==> config.mk <==
export PLATFORM = sky130hd
export DESIGN_NAME = sfdp_drive_ddr_param_rom
export DESIGN_NICKNAME = d
export VERILOG_FILES = /design/src/hdl/ddr_param_pkg.sv /design/src/hdl/ddr_param_byte_rom.sv /design/src/hdl/axil_write_join.sv /design/src/hdl/sfdp_drive_ddr_param_rom.sv
export SDC_FILE = /design/constraint.sdc
export NUM_CORES = 1
export LEC_CHECK = 0
export BUFFER_PORTS_ARGS = -buffer_cell sky130_fd_sc_hd__buf_2
export CORE_ASPECT_RATIO = 0.9
export CORE_UTILIZATION = 55
export CTS_CLUSTER_DIAMETER = 50
export DETAILED_ROUTE_END_ITERATION = 7
export PLACE_DENSITY_LB_ADDON = 0.25
export SETUP_SLACK_MARGIN = 0.02
export SYNTH_ARGS = -nofsm -noshare
export SYNTH_HDL_FRONTEND = slang
export SYNTH_SLANG_ARGS = --single-unit
==> constraint.sdc <==
create_clock -name mclk -period 3.8 [get_ports mclk]
set_clock_uncertainty 0.15 [all_clocks]
set_input_delay 0.76 -clock mclk [delete_from_list [all_inputs] [get_ports mclk]]
set_output_delay 0.76 -clock mclk [all_outputs]
set_load 0.01 [all_outputs]
==> src/hdl/ddr_param_pkg.sv <==
`default_nettype none

package ddr_param_pkg;

  // ----------------------------------------
  // Bus geometry and own register offsets
  // ----------------------------------------
  localparam int ADDR_W = 12;
  localparam logic [11:0] CTRL_OFS = 12'h000;
  localparam logic [11:0] BYTE_OFS = 12'h004;
  localparam logic [11:0] STAT_OFS = 12'h008;
  localparam logic [11:0] TBL_FIRST = 12'h1d0;
  localparam logic [11:0] TBL_LAST = 12'h1e1;
  localparam logic [1:0] RESP_OKAY = 2'h0;
  localparam logic [1:0] RESP_SLVERR = 2'h2;

  // Control register fields and reset values
  localparam int CTRL_PTR_LSB = 0;
  localparam int CTRL_PTR_W = 12;
  localparam int CTRL_AUTO_BIT = 16;
  localparam logic [11:0] PTR_RST = 12'h1d0;

  // ----------------------------------------
  // Descriptor fields
  // ----------------------------------------
  localparam logic [7:0] OP_WR_ANY_REG = 8'h71;
  localparam logic [7:0] OP_RD_ANY_REG = 8'h65;
  localparam logic [23:0] DRV_VOL_ADDR = 24'h800005;
  localparam logic [7:0] DRV_NV_ADDR = 8'h05;
  localparam logic [1:0] DRV_FLD_WIDTH = 2'h3;   // 11b: three bits
  localparam logic [2:0] DRV_FLD_LSB = 3'h5;     // 101b: bit 5
  localparam logic [7:0] DRV_DESC_TOP = {DRV_FLD_WIDTH, 1'b0, 1'b1, 1'b0, DRV_FLD_LSB};
  localparam logic [2:0] DRV_PAT0 = 3'h0;        // 45 ohm
  localparam logic [2:0] DRV_PAT1 = 3'h5;        // 30 ohm
  localparam logic [2:0] DRV_PAT2 = 3'h3;        // 60 ohm
  localparam logic [2:0] DRV_PAT3 = 3'h2;        // 90 ohm
  localparam logic [2:0] DRV_PAT4 = 3'h0;        // Not supported
  localparam logic [15:0] DRV_ENC_HI = {DRV_PAT0, DRV_PAT1, DRV_PAT2, DRV_PAT3, DRV_PAT4, 1'b0};
  localparam logic [7:0] SEQ1_LEN = 8'h01;
  localparam logic [7:0] SEQ1_OP = 8'h06;
  localparam logic [7:0] SEQ2_LEN = 8'h05;       // Next table slice, kept for reference
  localparam logic [7:0] SEQ2_OP = 8'h71;        // Not issued; table bytes 1E0h and 1E1h read as zero
  localparam logic [7:0] SLOT_ZERO = 8'h00;

endpackage

`default_nettype wire

==> src/hdl/ddr_param_byte_rom.sv <==
`default_nettype none

module ddr_param_byte_rom
  import ddr_param_pkg::*;
(
  input wire logic [ADDR_W-1:0] byte_addr,
  output logic [7:0] byte_data,
  output logic byte_hit
);

  // ----------------------------------------
  // Constant lookup, no state and no write path
  // ----------------------------------------
  function automatic logic [7:0] table_byte(input logic [ADDR_W-1:0] a);
    logic [7:0] v;
    v = SLOT_ZERO;
    unique case (a)
      12'h1d0: v = OP_WR_ANY_REG;
      12'h1d1: v = OP_RD_ANY_REG;
      12'h1d2: v = DRV_VOL_ADDR[7:0];
      12'h1d3: v = DRV_DESC_TOP;
      12'h1d4: v = OP_WR_ANY_REG;
      12'h1d5: v = OP_RD_ANY_REG;
      12'h1d6: v = DRV_NV_ADDR;
      12'h1d7: v = DRV_DESC_TOP;
      12'h1d8: v = SLOT_ZERO;
      12'h1d9: v = SLOT_ZERO;
      12'h1da: v = DRV_ENC_HI[7:0];
      12'h1db: v = DRV_ENC_HI[15:8];
      12'h1de: v = SEQ1_OP;
      12'h1df: v = SEQ1_LEN;
      default: v = SLOT_ZERO;                  // 1DCh, 1DDh, 1E0h, 1E1h
    endcase
    return v;
  endfunction

  assign byte_data = table_byte(byte_addr);
  assign byte_hit = (byte_addr >= TBL_FIRST) && (byte_addr <= TBL_LAST);

endmodule

`default_nettype wire

==> src/hdl/axil_write_join.sv <==
`default_nettype none

module axil_write_join
  import ddr_param_pkg::*;
(
  input wire logic mclk,
  input wire logic resetn,
  input wire logic awvalid,
  output logic awready,
  input wire logic [ADDR_W-1:0] awaddr,
  input wire logic wvalid,
  output logic wready,
  input wire logic [31:0] wdata,
  input wire logic [3:0] wstrb,
  output logic bvalid,
  input wire logic bready,
  output logic [1:0] bresp,
  output logic commit,
  output logic [ADDR_W-1:0] commit_addr,
  output logic [31:0] commit_data,
  output logic [3:0] commit_strb,
  input wire logic commit_err
);

  logic aw_held_q, aw_held_d, w_held_q, w_held_d, bvalid_q, bvalid_d;
  logic awready_q, wready_q;
  logic [1:0] bresp_q;
  logic [ADDR_W-1:0] addr_q;
  logic [31:0] data_q;
  logic [3:0] strb_q;
  wire aw_fire = awvalid & awready_q;
  wire w_fire = wvalid & wready_q;

  // ----------------------------------------
  // Address and data taken in either order, applied once both are held
  // ----------------------------------------
  assign commit = aw_held_q & w_held_q & ~bvalid_q;
  assign aw_held_d = (aw_held_q | aw_fire) & ~commit;
  assign w_held_d = (w_held_q | w_fire) & ~commit;
  assign bvalid_d = commit | (bvalid_q & ~bready);

  // Ready holds low while a response is pending so one write at a time is in flight
  always_ff @(posedge mclk or negedge resetn)
  begin
    if (!resetn)
    begin
      aw_held_q <= 1'b0;
      w_held_q <= 1'b0;
      bvalid_q <= 1'b0;
      awready_q <= 1'b0;
      wready_q <= 1'b0;
      bresp_q <= RESP_OKAY;
    end
    else
    begin
      aw_held_q <= aw_held_d;
      w_held_q <= w_held_d;
      bvalid_q <= bvalid_d;
      awready_q <= ~aw_held_d & ~bvalid_d & ~commit;
      wready_q <= ~w_held_d & ~bvalid_d & ~commit;
      if (commit)
        bresp_q <= commit_err ? RESP_SLVERR : RESP_OKAY;
    end
  end

  // Payload capture
  always_ff @(posedge mclk or negedge resetn)
  begin
    if (!resetn)
    begin
      addr_q <= '0;
      data_q <= '0;
      strb_q <= '0;
    end
    else
    begin
      if (aw_fire)
        addr_q <= awaddr;
      if (w_fire)
      begin
        data_q <= wdata;
        strb_q <= wstrb;
      end
    end
  end

  assign awready = awready_q;
  assign wready = wready_q;
  assign bvalid = bvalid_q;
  assign bresp = bresp_q;
  assign commit_addr = addr_q;
  assign commit_data = data_q;
  assign commit_strb = strb_q;

endmodule

`default_nettype wire

==> src/hdl/sfdp_drive_ddr_param_rom.sv <==
// Design decisions made here: the register addresses and the AXI4-Lite interface to the registers.
`default_nettype none

module sfdp_drive_ddr_param_rom
  import ddr_param_pkg::*;
(
  input wire logic mclk,
  input wire logic resetn,
  input wire logic s_axi_awvalid,
  output logic s_axi_awready,
  input wire logic [ADDR_W-1:0] s_axi_awaddr,
  input wire logic [2:0] s_axi_awprot,
  input wire logic s_axi_wvalid,
  output logic s_axi_wready,
  input wire logic [31:0] s_axi_wdata,
  input wire logic [3:0] s_axi_wstrb,
  output logic s_axi_bvalid,
  input wire logic s_axi_bready,
  output logic [1:0] s_axi_bresp,
  input wire logic s_axi_arvalid,
  output logic s_axi_arready,
  input wire logic [ADDR_W-1:0] s_axi_araddr,
  input wire logic [2:0] s_axi_arprot,
  output logic s_axi_rvalid,
  input wire logic s_axi_rready,
  output logic [31:0] s_axi_rdata,
  output logic [1:0] s_axi_rresp
);

  // ----------------------------------------
  // Write channel
  // ----------------------------------------
  logic wr_commit;
  logic [ADDR_W-1:0] wr_addr;
  logic [31:0] wr_data;
  logic [3:0] wr_strb;
  wire [ADDR_W-1:0] wr_word = {wr_addr[ADDR_W-1:2], 2'b00};
  wire wr_ctrl = (wr_word == CTRL_OFS);
  wire wr_byte = (wr_word == BYTE_OFS);
  wire wr_stat = (wr_word == STAT_OFS);
  wire wr_table = (wr_word >= TBL_FIRST) && (wr_word <= {TBL_LAST[ADDR_W-1:2], 2'b00});
  // Table and byte-window writes accept the beat with OKAY but keep their value; a status write clears the counters
  wire wr_err = ~(wr_ctrl | wr_byte | wr_stat | wr_table);

  axil_write_join u_wjoin (
    .mclk(mclk),
    .resetn(resetn),
    .awvalid(s_axi_awvalid),
    .awready(s_axi_awready),
    .awaddr(s_axi_awaddr),
    .wvalid(s_axi_wvalid),
    .wready(s_axi_wready),
    .wdata(s_axi_wdata),
    .wstrb(s_axi_wstrb),
    .bvalid(s_axi_bvalid),
    .bready(s_axi_bready),
    .bresp(s_axi_bresp),
    .commit(wr_commit),
    .commit_addr(wr_addr),
    .commit_data(wr_data),
    .commit_strb(wr_strb),
    .commit_err(wr_err)
  );

  // ----------------------------------------
  // Read channel decode
  // ----------------------------------------
  logic arready_q, rvalid_q;
  logic [31:0] rdata_q;
  logic [1:0] rresp_q;
  wire ar_fire = s_axi_arvalid & arready_q;
  wire [ADDR_W-1:0] rd_word = {s_axi_araddr[ADDR_W-1:2], 2'b00};
  wire rd_ctrl = (rd_word == CTRL_OFS);
  wire rd_byte = (rd_word == BYTE_OFS);
  wire rd_stat = (rd_word == STAT_OFS);
  wire rd_valid_d = ar_fire | (rvalid_q & ~s_axi_rready);

  // Four lanes of the table word, lowest address in the low byte
  logic [31:0] tbl_word;
  logic [3:0] tbl_hit;
  genvar lane;
  generate
    for (lane = 0; lane < 4; lane++)
    begin : g_lane
      ddr_param_byte_rom u_lane (
        .byte_addr({s_axi_araddr[ADDR_W-1:2], 2'(lane)}),
        .byte_data(tbl_word[lane*8 +: 8]),
        .byte_hit(tbl_hit[lane])
      );
    end
  endgenerate
  wire rd_table = tbl_hit[0];

  // ----------------------------------------
  // Byte window: pointer-driven single-byte view of the table
  // ----------------------------------------
  logic [CTRL_PTR_W-1:0] ptr_q;
  logic auto_q;
  logic [7:0] win_data;
  logic win_hit;

  ddr_param_byte_rom u_window (
    .byte_addr(ptr_q),
    .byte_data(win_data),
    .byte_hit(win_hit)
  );

  wire win_read = ar_fire & rd_byte;
  wire win_step = win_read & auto_q & win_hit;
  // Software write of the pointer is newer than a read stepping it, so it wins
  wire ptr_wr_lo = wr_commit & wr_ctrl & wr_strb[0];
  wire ptr_wr_hi = wr_commit & wr_ctrl & wr_strb[1];
  wire auto_wr = wr_commit & wr_ctrl & wr_strb[2];
  wire [CTRL_PTR_W-1:0] ptr_step = ptr_q + 12'h001;
  wire [CTRL_PTR_W-1:0] ptr_base = win_step ? ptr_step : ptr_q;
  wire [CTRL_PTR_W-1:0] ptr_d = {ptr_wr_hi ? wr_data[11:8] : ptr_base[11:8],
                                 ptr_wr_lo ? wr_data[7:0] : ptr_base[7:0]};

  // Pointer and auto-increment enable
  always_ff @(posedge mclk or negedge resetn)
  begin
    if (!resetn)
    begin
      ptr_q <= PTR_RST;
      auto_q <= 1'b0;
    end
    else
    begin
      ptr_q <= ptr_d;
      if (auto_wr)
        auto_q <= wr_data[CTRL_AUTO_BIT];
    end
  end

  // ----------------------------------------
  // Activity counters
  // ----------------------------------------
  // Ignored table writes, table word reads and all byte-window reads; a write to status clears both,
  // and an event in the same cycle still counts as one
  logic [15:0] ign_cnt_q, rd_cnt_q;
  wire stat_clr = wr_commit & wr_stat;
  wire ign_evt = wr_commit & wr_table;             // Table keeps its value
  wire rd_evt = (ar_fire & rd_table) | win_read;
  wire [15:0] ign_base = stat_clr ? 16'h0000 : ign_cnt_q;
  wire [15:0] rd_base = stat_clr ? 16'h0000 : rd_cnt_q;

  always_ff @(posedge mclk or negedge resetn)
  begin
    if (!resetn)
    begin
      ign_cnt_q <= 16'h0000;
      rd_cnt_q <= 16'h0000;
    end
    else
    begin
      ign_cnt_q <= ign_evt ? ign_base + 16'h0001 : ign_base;
      rd_cnt_q <= rd_evt ? rd_base + 16'h0001 : rd_base;
    end
  end

  // ----------------------------------------
  // Read data selection
  // ----------------------------------------
  wire [31:0] ctrl_view = {15'h0000, auto_q, 4'h0, ptr_q};
  wire [31:0] byte_view = {23'h000000, ~win_hit, win_data};
  wire [31:0] stat_view = {rd_cnt_q, ign_cnt_q};
  wire rd_ok = rd_ctrl | rd_byte | rd_stat | rd_table;
  // Table words come back unchanged on every read
  wire [31:0] rd_mux = rd_table ? tbl_word :
                       rd_ctrl ? ctrl_view :
                       rd_byte ? byte_view :
                       rd_stat ? stat_view : 32'h00000000;

  // One read in flight; arready drops while data waits for rready
  always_ff @(posedge mclk or negedge resetn)
  begin
    if (!resetn)
    begin
      arready_q <= 1'b0;
      rvalid_q <= 1'b0;
      rdata_q <= 32'h00000000;
      rresp_q <= RESP_OKAY;
    end
    else
    begin
      arready_q <= ~rd_valid_d;
      rvalid_q <= rd_valid_d;
      if (ar_fire)
      begin
        rdata_q <= rd_mux;
        rresp_q <= rd_ok ? RESP_OKAY : RESP_SLVERR;
      end
    end
  end

  assign s_axi_arready = arready_q;
  assign s_axi_rvalid = rvalid_q;
  assign s_axi_rdata = rdata_q;
  assign s_axi_rresp = rresp_q;

endmodule

`default_nettype wire

==> metrics.md, run 1 <==
| Metric | Value |
|---|---|
| Status | finished, final reports clean |
| Startpoint class of the critical path | register |
| Initial antenna violation count | 0 |
| Worst Setup Path Type | register to register |
| Post-Place Setup Slack | 0.782 ns |
| Rel. slew slack | 44.2% |
| Most frequent cells in the layout | 108 x dfrtp_1, 80 x buf_2, 61 x nand2_1, 44 x nor2_1, 34 x mux2_2 |
| CTS tree | done |
| Vias in the first global route | 3967 |
| DR WL/cell | 15.7 um |
| Final Max Slew Viols | 0 |
| Synth cell types | 60 |
| Die Width | around 110 um |
| Largest net degree at the start of global routing | 70 |
| Critical Path AT | 3.16 ns |
| Drt drc | 0 |
| Number of cells on the critical path | 9 |
| Final Setup Violations | 0 |
| Detailed Route Iter0 Violations | 325 |
| Reg clk slew, reported paths | 0.11 ns |
| Synth area leaders | dfrtp_1 50%, mux2_2 7.0%, nand2_1 4.2% |
| Port buffer count | 81 |
| DP Wirelength | 8.36 mm |
| PostCTS Resize Cnt | 0 |
| IO Pins | 114 |
| Seq/Total Area, Yosys | 51.5% |
| First-pass GRT wire length | between 15 and 20 mm |
| Hold Vio Cnt, Final | 0 |
| Chip height | 96.4 um |
| Cell family with most CP delay | simple AND/OR/NAND/NOR gates |
| Post CTS Setup Buffer Count | 0 |
| Post-DP Area | 5980 sq um |
| Mapped Cells | approximately 540 |
| Worst path max stage delay | roughly 0.55 ns |
| Hold_buf cts | 0 |
| H-tree levels | 3 |
| Crit end category | register |
| Clock period minus worst slack | 3.00 ns |
| Syn_area_per_cell | 10.1 sq um |
| Crit-path slowest cell | or4b_1 |
| Critical R2R Capture | rd_cnt_q[14] |
| Pwr per Cell Area | 448 nW/um^2 |
| Yosys reg bits | between 100 and 150 |
| Fillers | 784 |
| RSZ-0062 raised after global routing | false |
| Core Area | 9660 sq um |
| ANT cells | 0 |
| Cell row count | 34 |
| Mapped Area | 5450 sq um |
| Area grow syn2layout | 14.1% |
| GRT Total Usage | 24.0% |
| Ys async rst share | between 90% and 100% |
| Hold_ws | 0.215 ns |
| Commonest non-fill, non-tap cell in the layout | dfrtp_1 |
| Worst r2r path cells | 9 |
| Initial Util | 56.4% |
| Drt first pass iters | 4 |
| Static Leak | 2.84 nW |
| Post-synth EDFFs | 0 |
| Synth area leader | dfrtp_1 |
| Share of cells above drive strength 1 | 25.5% |
| Synth warn | 0 |
| Worst-case vdd ir drop | roughly 0.38 mV |
| CP most frequent cell | nand4_1 |
| CP required | 3.96 ns |
| Final Cell Area | 6220 sq um |
| Top-area cell type share of the netlist area | 49.6% |
| Total CTS buffers | 9 |
| Remaining antenna violation count | 0 |
| Clk_lat worst skew | 0.38 ns |
| Final GP Congestion | 0.902 |
| Clk sinks | between 100 and 150 |
| CP bufs+invs | 0 |
| Via/cell ratio | 5.70 |
| Final WS setup | roughly 0.8 ns |
| Max-Cap Viols | 0 |
| Setup crit start | u_wjoin.aw_held_q |
| Worst-path fanout max | 13 |
| Final worst-path cycle share | 79.0% |
| Overflow after GRT | 0 |
| Cell Chain, Critical Path | and3b_1 -> nand4_1 -> and2_1 -> ha_1 -> nand4_1 -> nor3_1 -> o211ai_1 -> or4b_1 -> nand2_1 |
| Post-synth top flop | dfrtp_1 |
| CTS root buf | clkbuf_8 |
| # nets final | 690 |
| Slew @ Worst Pin | 0.837 ns |
| RR Startpoint | u_wjoin.aw_held_q |
| Hold Crit Class | primary input to async pin |
| Setup_tns | 0 ns |
| Achievable frequency | 0.333 GHz |
| Die area | 10300 sq um |
| Buffer depth of the longest clock path | 2 |
| Vias | 4229 |
| Detailed Route WL | about 12 mm |
| Worst reg2reg setup slack | ~0.80 ns |
| Core Util, Final | 64.4% |
[report_power, final]
part / internal [mW] / leakage [nW] / switching (mW)
sequential: 1.38 / 1.42 / 0.134
combinational: 0.238 / 1.30 / 0.214
clock: 0.387 / 0.118 / 0.430
[worst register-to-register path: stages (launching register included)]
cell	delay, ns
dfrtp_1	0.42
and3b_1	0.26
nand4_1	0.46
and2_1	0.26
ha_1	0.20
nand4_1	0.14
nor3_1	0.17
o211ai_1	0.26
or4b_1	0.55
nand2_1	0.08
[metal layers]
layer	up-vias	global-route usage [%]	routed length, um
li1	2059	-	-
met4	0	7.65	184
met5	-	0	0
met2	134	39.0	5400
met1	2021	32.2	5370
met3	15	5.77	693
[cell usage after synthesis, types with 5 or more instances]
library cell	number
or3_1	5
clkbuf_1	23
nor4_1	12
o211ai_1	5
a21oi_1	33
inv_1	22
ha_1	6
o21ai_1	10
nand2_1	61
o21ai_0	9
nor2_1	44
dfrtp_1	108
nand4_1	7
nand3_1	21
nor3_1	17
o31ai_1	7
mux2_2	34
xnor2_1	21
a221o_1	5
and3_1	6
and2_1	6
[worst max-delay path by stage]
stage                            to
floorplan              rd_cnt_q[10]
global placement    s_axi_rdata[16]
detailed placement   s_axi_rdata[9]
CTS                    rd_cnt_q[14]
global route           rd_cnt_q[14]
finish                 rd_cnt_q[14]
[metrics by stage]
step                total power [mW]  std cells
finish                          2.79        742
detailed placement              2.00        726
global route                    2.94        742
floorplan                       1.84        539
CTS                             2.82        742
global placement                1.97        726
[state kept, by name (all words and copies together) (netlist names), 3 cells and up]
signal	flops
u_wjoin.commit_strb	3
u_wjoin.commit_addr	10
ptr_q	12
s_axi_rdata	32
ign_cnt_q	16
rd_cnt_q	16
u_wjoin.commit_data	13
[final cells by class]
cell class                      instances  area [sq um]  share of cell area [%]
Sequential cell                       112          2810                    45.2
Multi-Input combinational cell        379          2470                    39.7
Timing Repair Buffer                   87           465                    7.49
Tap cell                              126           158                    2.54
Clock buffer                            9           124                    1.99
Clock inverter                          7           109                    1.75
Inverter                               22          82.6                    1.33
[cell families after synthesis]
group / after synthesis / share of synthesized area, %
AND/OR/NAND/NOR: 212 / 19.9
flip-flops: 112 / 51.5
AO/OA/AOI/OAI: 96 / 11.8
buffers and inverters: 48 / 3.47
multiplexers: 38 / 7.81
XOR/XNOR: 25 / 4.02
adder cells (fa/ha/maj): 6 / 1.38
other: 1 / 0.0688
No activity file was read; power rests on OpenSTA's default activity.
==> run 2: changes to the inputs <==
--- a/config.mk
+++ b/config.mk
@@ -7,7 +7,7 @@
 export LEC_CHECK = 0
 export BUFFER_PORTS_ARGS = -buffer_cell sky130_fd_sc_hd__buf_2
 export CORE_ASPECT_RATIO = 0.9
-export CORE_UTILIZATION = 55
+export CORE_UTILIZATION = 50
 export CTS_CLUSTER_DIAMETER = 50
 export DETAILED_ROUTE_END_ITERATION = 7
 export PLACE_DENSITY_LB_ADDON = 0.25
==> constraint.sdc (replaced) <==
create_clock -name mclk -period 2.7 [get_ports mclk]
set_clock_uncertainty 0.15 [all_clocks]
set_input_delay 0.54 -clock mclk [delete_from_list [all_inputs] [get_ports mclk]]
set_output_delay 0.54 -clock mclk [all_outputs]
set_load 0.01 [all_outputs]
==> metrics.md, run 2 (synthesis gave the netlist of run 1 again) <==
| Metric | Value |
|---|---|
| Detailed Route Iter0 Violations | 357 (was 325) |
| Placed Cells | 748 (was 726) |
| Failing checks | design-rule violations |
| Cell row count | 35 (was 34) |
| First-pass GRT wire length | 20.8 mm (was 19.2 mm) |
| Max-Cap Viols | 0 (unchanged) |
| Post-DP Area | 6120 sq um (was 5980 sq um) |
| Rel. slew slack | 58.9% (was 44.2%) |
| CTS tree | done (unchanged) |
| Pwr per Cell Area | 650 nW/um^2 (was 448 nW/um^2) |
| Drt drc | 6 (was 0) |
| Core Area | 10400 sq um (was 9660 sq um) |
| IO Pins | 114 (unchanged) |
| GRT Total Usage | 23.5% (was 24.0%) |
| DR WL/cell | 16.2 um (was 15.7 um) |
| Remaining antenna violation count | 0 (unchanged) |
| Vias | 4380 (was 4229) |
| Final Setup Violations | 0 (unchanged) |
| Final Cell Area | 6450 sq um (was 6220 sq um) |
| Worst-case vdd ir drop | 0.527 mV (was 0.384 mV) |
| DP Wirelength | 9.11 mm (was 8.36 mm) |
| Max reg flops | 32 (unchanged) |
| Crit end category | register (unchanged) |
| Final std cells w/o fill | 767 (was 742) |
| Chip height | 101 um (was 96.4 um) |
| CTS root buf | clkbuf_16 (was clkbuf_8) |
| Achievable frequency | 0.397 GHz (was 0.333 GHz) |
| Slew @ Worst Pin | 0.611 ns (was 0.837 ns) |
| Vias in the first global route | 4274 (was 3967) |
| Setup_tns | 0 ns (unchanged) |
| # nets final | 712 (was 690) |
| Port buffer count | 81 (unchanged) |
| Hold Vio Cnt, Final | 0 (unchanged) |
| Critical Path AT | 2.64 ns (was 3.16 ns) |
| Most frequent cells in the layout | 108 x dfrtp_1, 80 x buf_2, 61 x nand2_1, 44 x nor2_1, 34 x mux2_2 (unchanged) |
| Total CTS buffers | 9 (unchanged) |
| RSZ-0062 raised after global routing | false (unchanged) |
| Final GP Congestion | 0.852 (was 0.902) |
| Share of cells above drive strength 1 | 27.9% (was 25.5%) |
| Worst-path fanout max | 5 (was 13) |
| Die Width | 112 um (was 107 um) |
| H-tree levels | 3 (unchanged) |
| Worst Setup Path Type | register to register (unchanged) |
| Largest net degree at the start of global routing | 51 (was 70) |
| Via/cell ratio | 5.71 (was 5.70) |
| Buffer depth of the longest clock path | 2 (unchanged) |
| Clock period minus worst slack | 2.52 ns (was 3.00 ns) |
| Area grow syn2layout | 18.4% (was 14.1%) |
| Overflow after GRT | 0 (unchanged) |
| CP required | 2.82 ns (was 3.96 ns) |
| Startpoint class of the critical path | register (unchanged) |
| Clk_lat worst skew | 0.35 ns (was 0.38 ns) |
| Final worst-path cycle share | 93.3% (was 79.0%) |
| Status | finished with violations (was finished, final reports clean) |
| Reg clk slew, reported paths | 0.08 ns (was 0.11 ns) |
| Clk sinks | 112 (unchanged) |
| Static Leak | 2.96 nW (was 2.84 nW) |
| Final Max Slew Viols | 0 (unchanged) |
| Hold Crit Class | primary input to register (was primary input to async pin) |
| ANT cells | 0 (unchanged) |
| Post-Place Setup Slack | 0.0723 ns (was 0.782 ns) |
| Drt first pass iters | 8 (was 4) |
| Final WS setup | 0.180 ns (was 0.799 ns) |
| Initial antenna violation count | 0 (unchanged) |
| Commonest non-fill, non-tap cell in the layout | dfrtp_1 (unchanged) |
| Die area | 11300 sq um (was 10300 sq um) |
| Detailed Route WL | 12.4 mm (was 11.6 mm) |
| Initial Util | 52.3% (was 56.4%) |
run 2: worst max-delay path, cell delays in order, from the launching register on:
cell and delay (ns):
dfrtp_1 0.39, nor3_1 0.37, nand4_1 0.33, and2_1 0.29, ha_1 0.21, nand4_1 0.12, nor3_2 0.05, o211ai_1 0.18
buf_4 0.19, xor2_1 0.15
run 2: repair_timing:
item                       in CTS  in global routing
resized for setup               0                  1
setup endpoints to repair       0                  4
hold buffers                    1                  0
buffers inserted                0                  2
hold endpoints to repair       22                  0
run 2: through the flow:
| stage | power, mW | util, % | hold slack [ns] |
|---|---|---|---|
| after floorplan | 2.59 | - | 0.0944 |
| after global placement | 2.81 | 58.7 | 0.295 |
| after detailed placement | 2.87 | 58.7 | 0.300 |
| after CTS | 4.22 | 61.7 | 0.257 |
| after global routing | 4.40 | 61.9 | 0.254 |
| final | 4.19 | 61.9 | 0.264 |
run 2: cell type report:
type | instances | area, sq um
Clock inverter | 6 | 75.1
Clock buffer | 10 | 229
Multi-Input combinational cell | 379 | 2480
Sequential cell | 112 | 2810
Tap cell | 129 | 161
Inverter | 22 | 82.6
Fill cell | 874 | 3970
Timing Repair Buffer | 109 | 621
run 2: worst paths after layout:
| check | start | endpoint | slack [ns] | cells after the start |
|---|---|---|---|---|
| max reg2reg | u_wjoin.commit_addr[9] | rd_cnt_q[8] | 0.18 | 9 |
| min | s_axi_awaddr[7] | u_wjoin.commit_addr[7] | 0.26 | 2 |
| min in group asynchronous | resetn | s_axi_rdata[25] | 0.47 | 2 |
| min reg2reg | s_axi_rdata[29] | s_axi_rdata[29] | 0.31 | 2 |
| max | u_wjoin.commit_addr[9] | rd_cnt_q[8] | 0.18 | 9 |
| max in group asynchronous | resetn | u_wjoin.wready | 1.05 | 4 |
run 2: per-layer routing:
layer	routed length, um	GRT usage [%]
met1	5710	32.1
met4	172	6.87
met5	0	0
met3	771	5.11
met2	5770	37.9
run 2: where the power goes:
part           switching (mW)  leakage (nW)  internal [mW]
logic                   0.325          1.40          0.363
clock network           0.624         0.145          0.734
registers               0.196          1.42           1.95
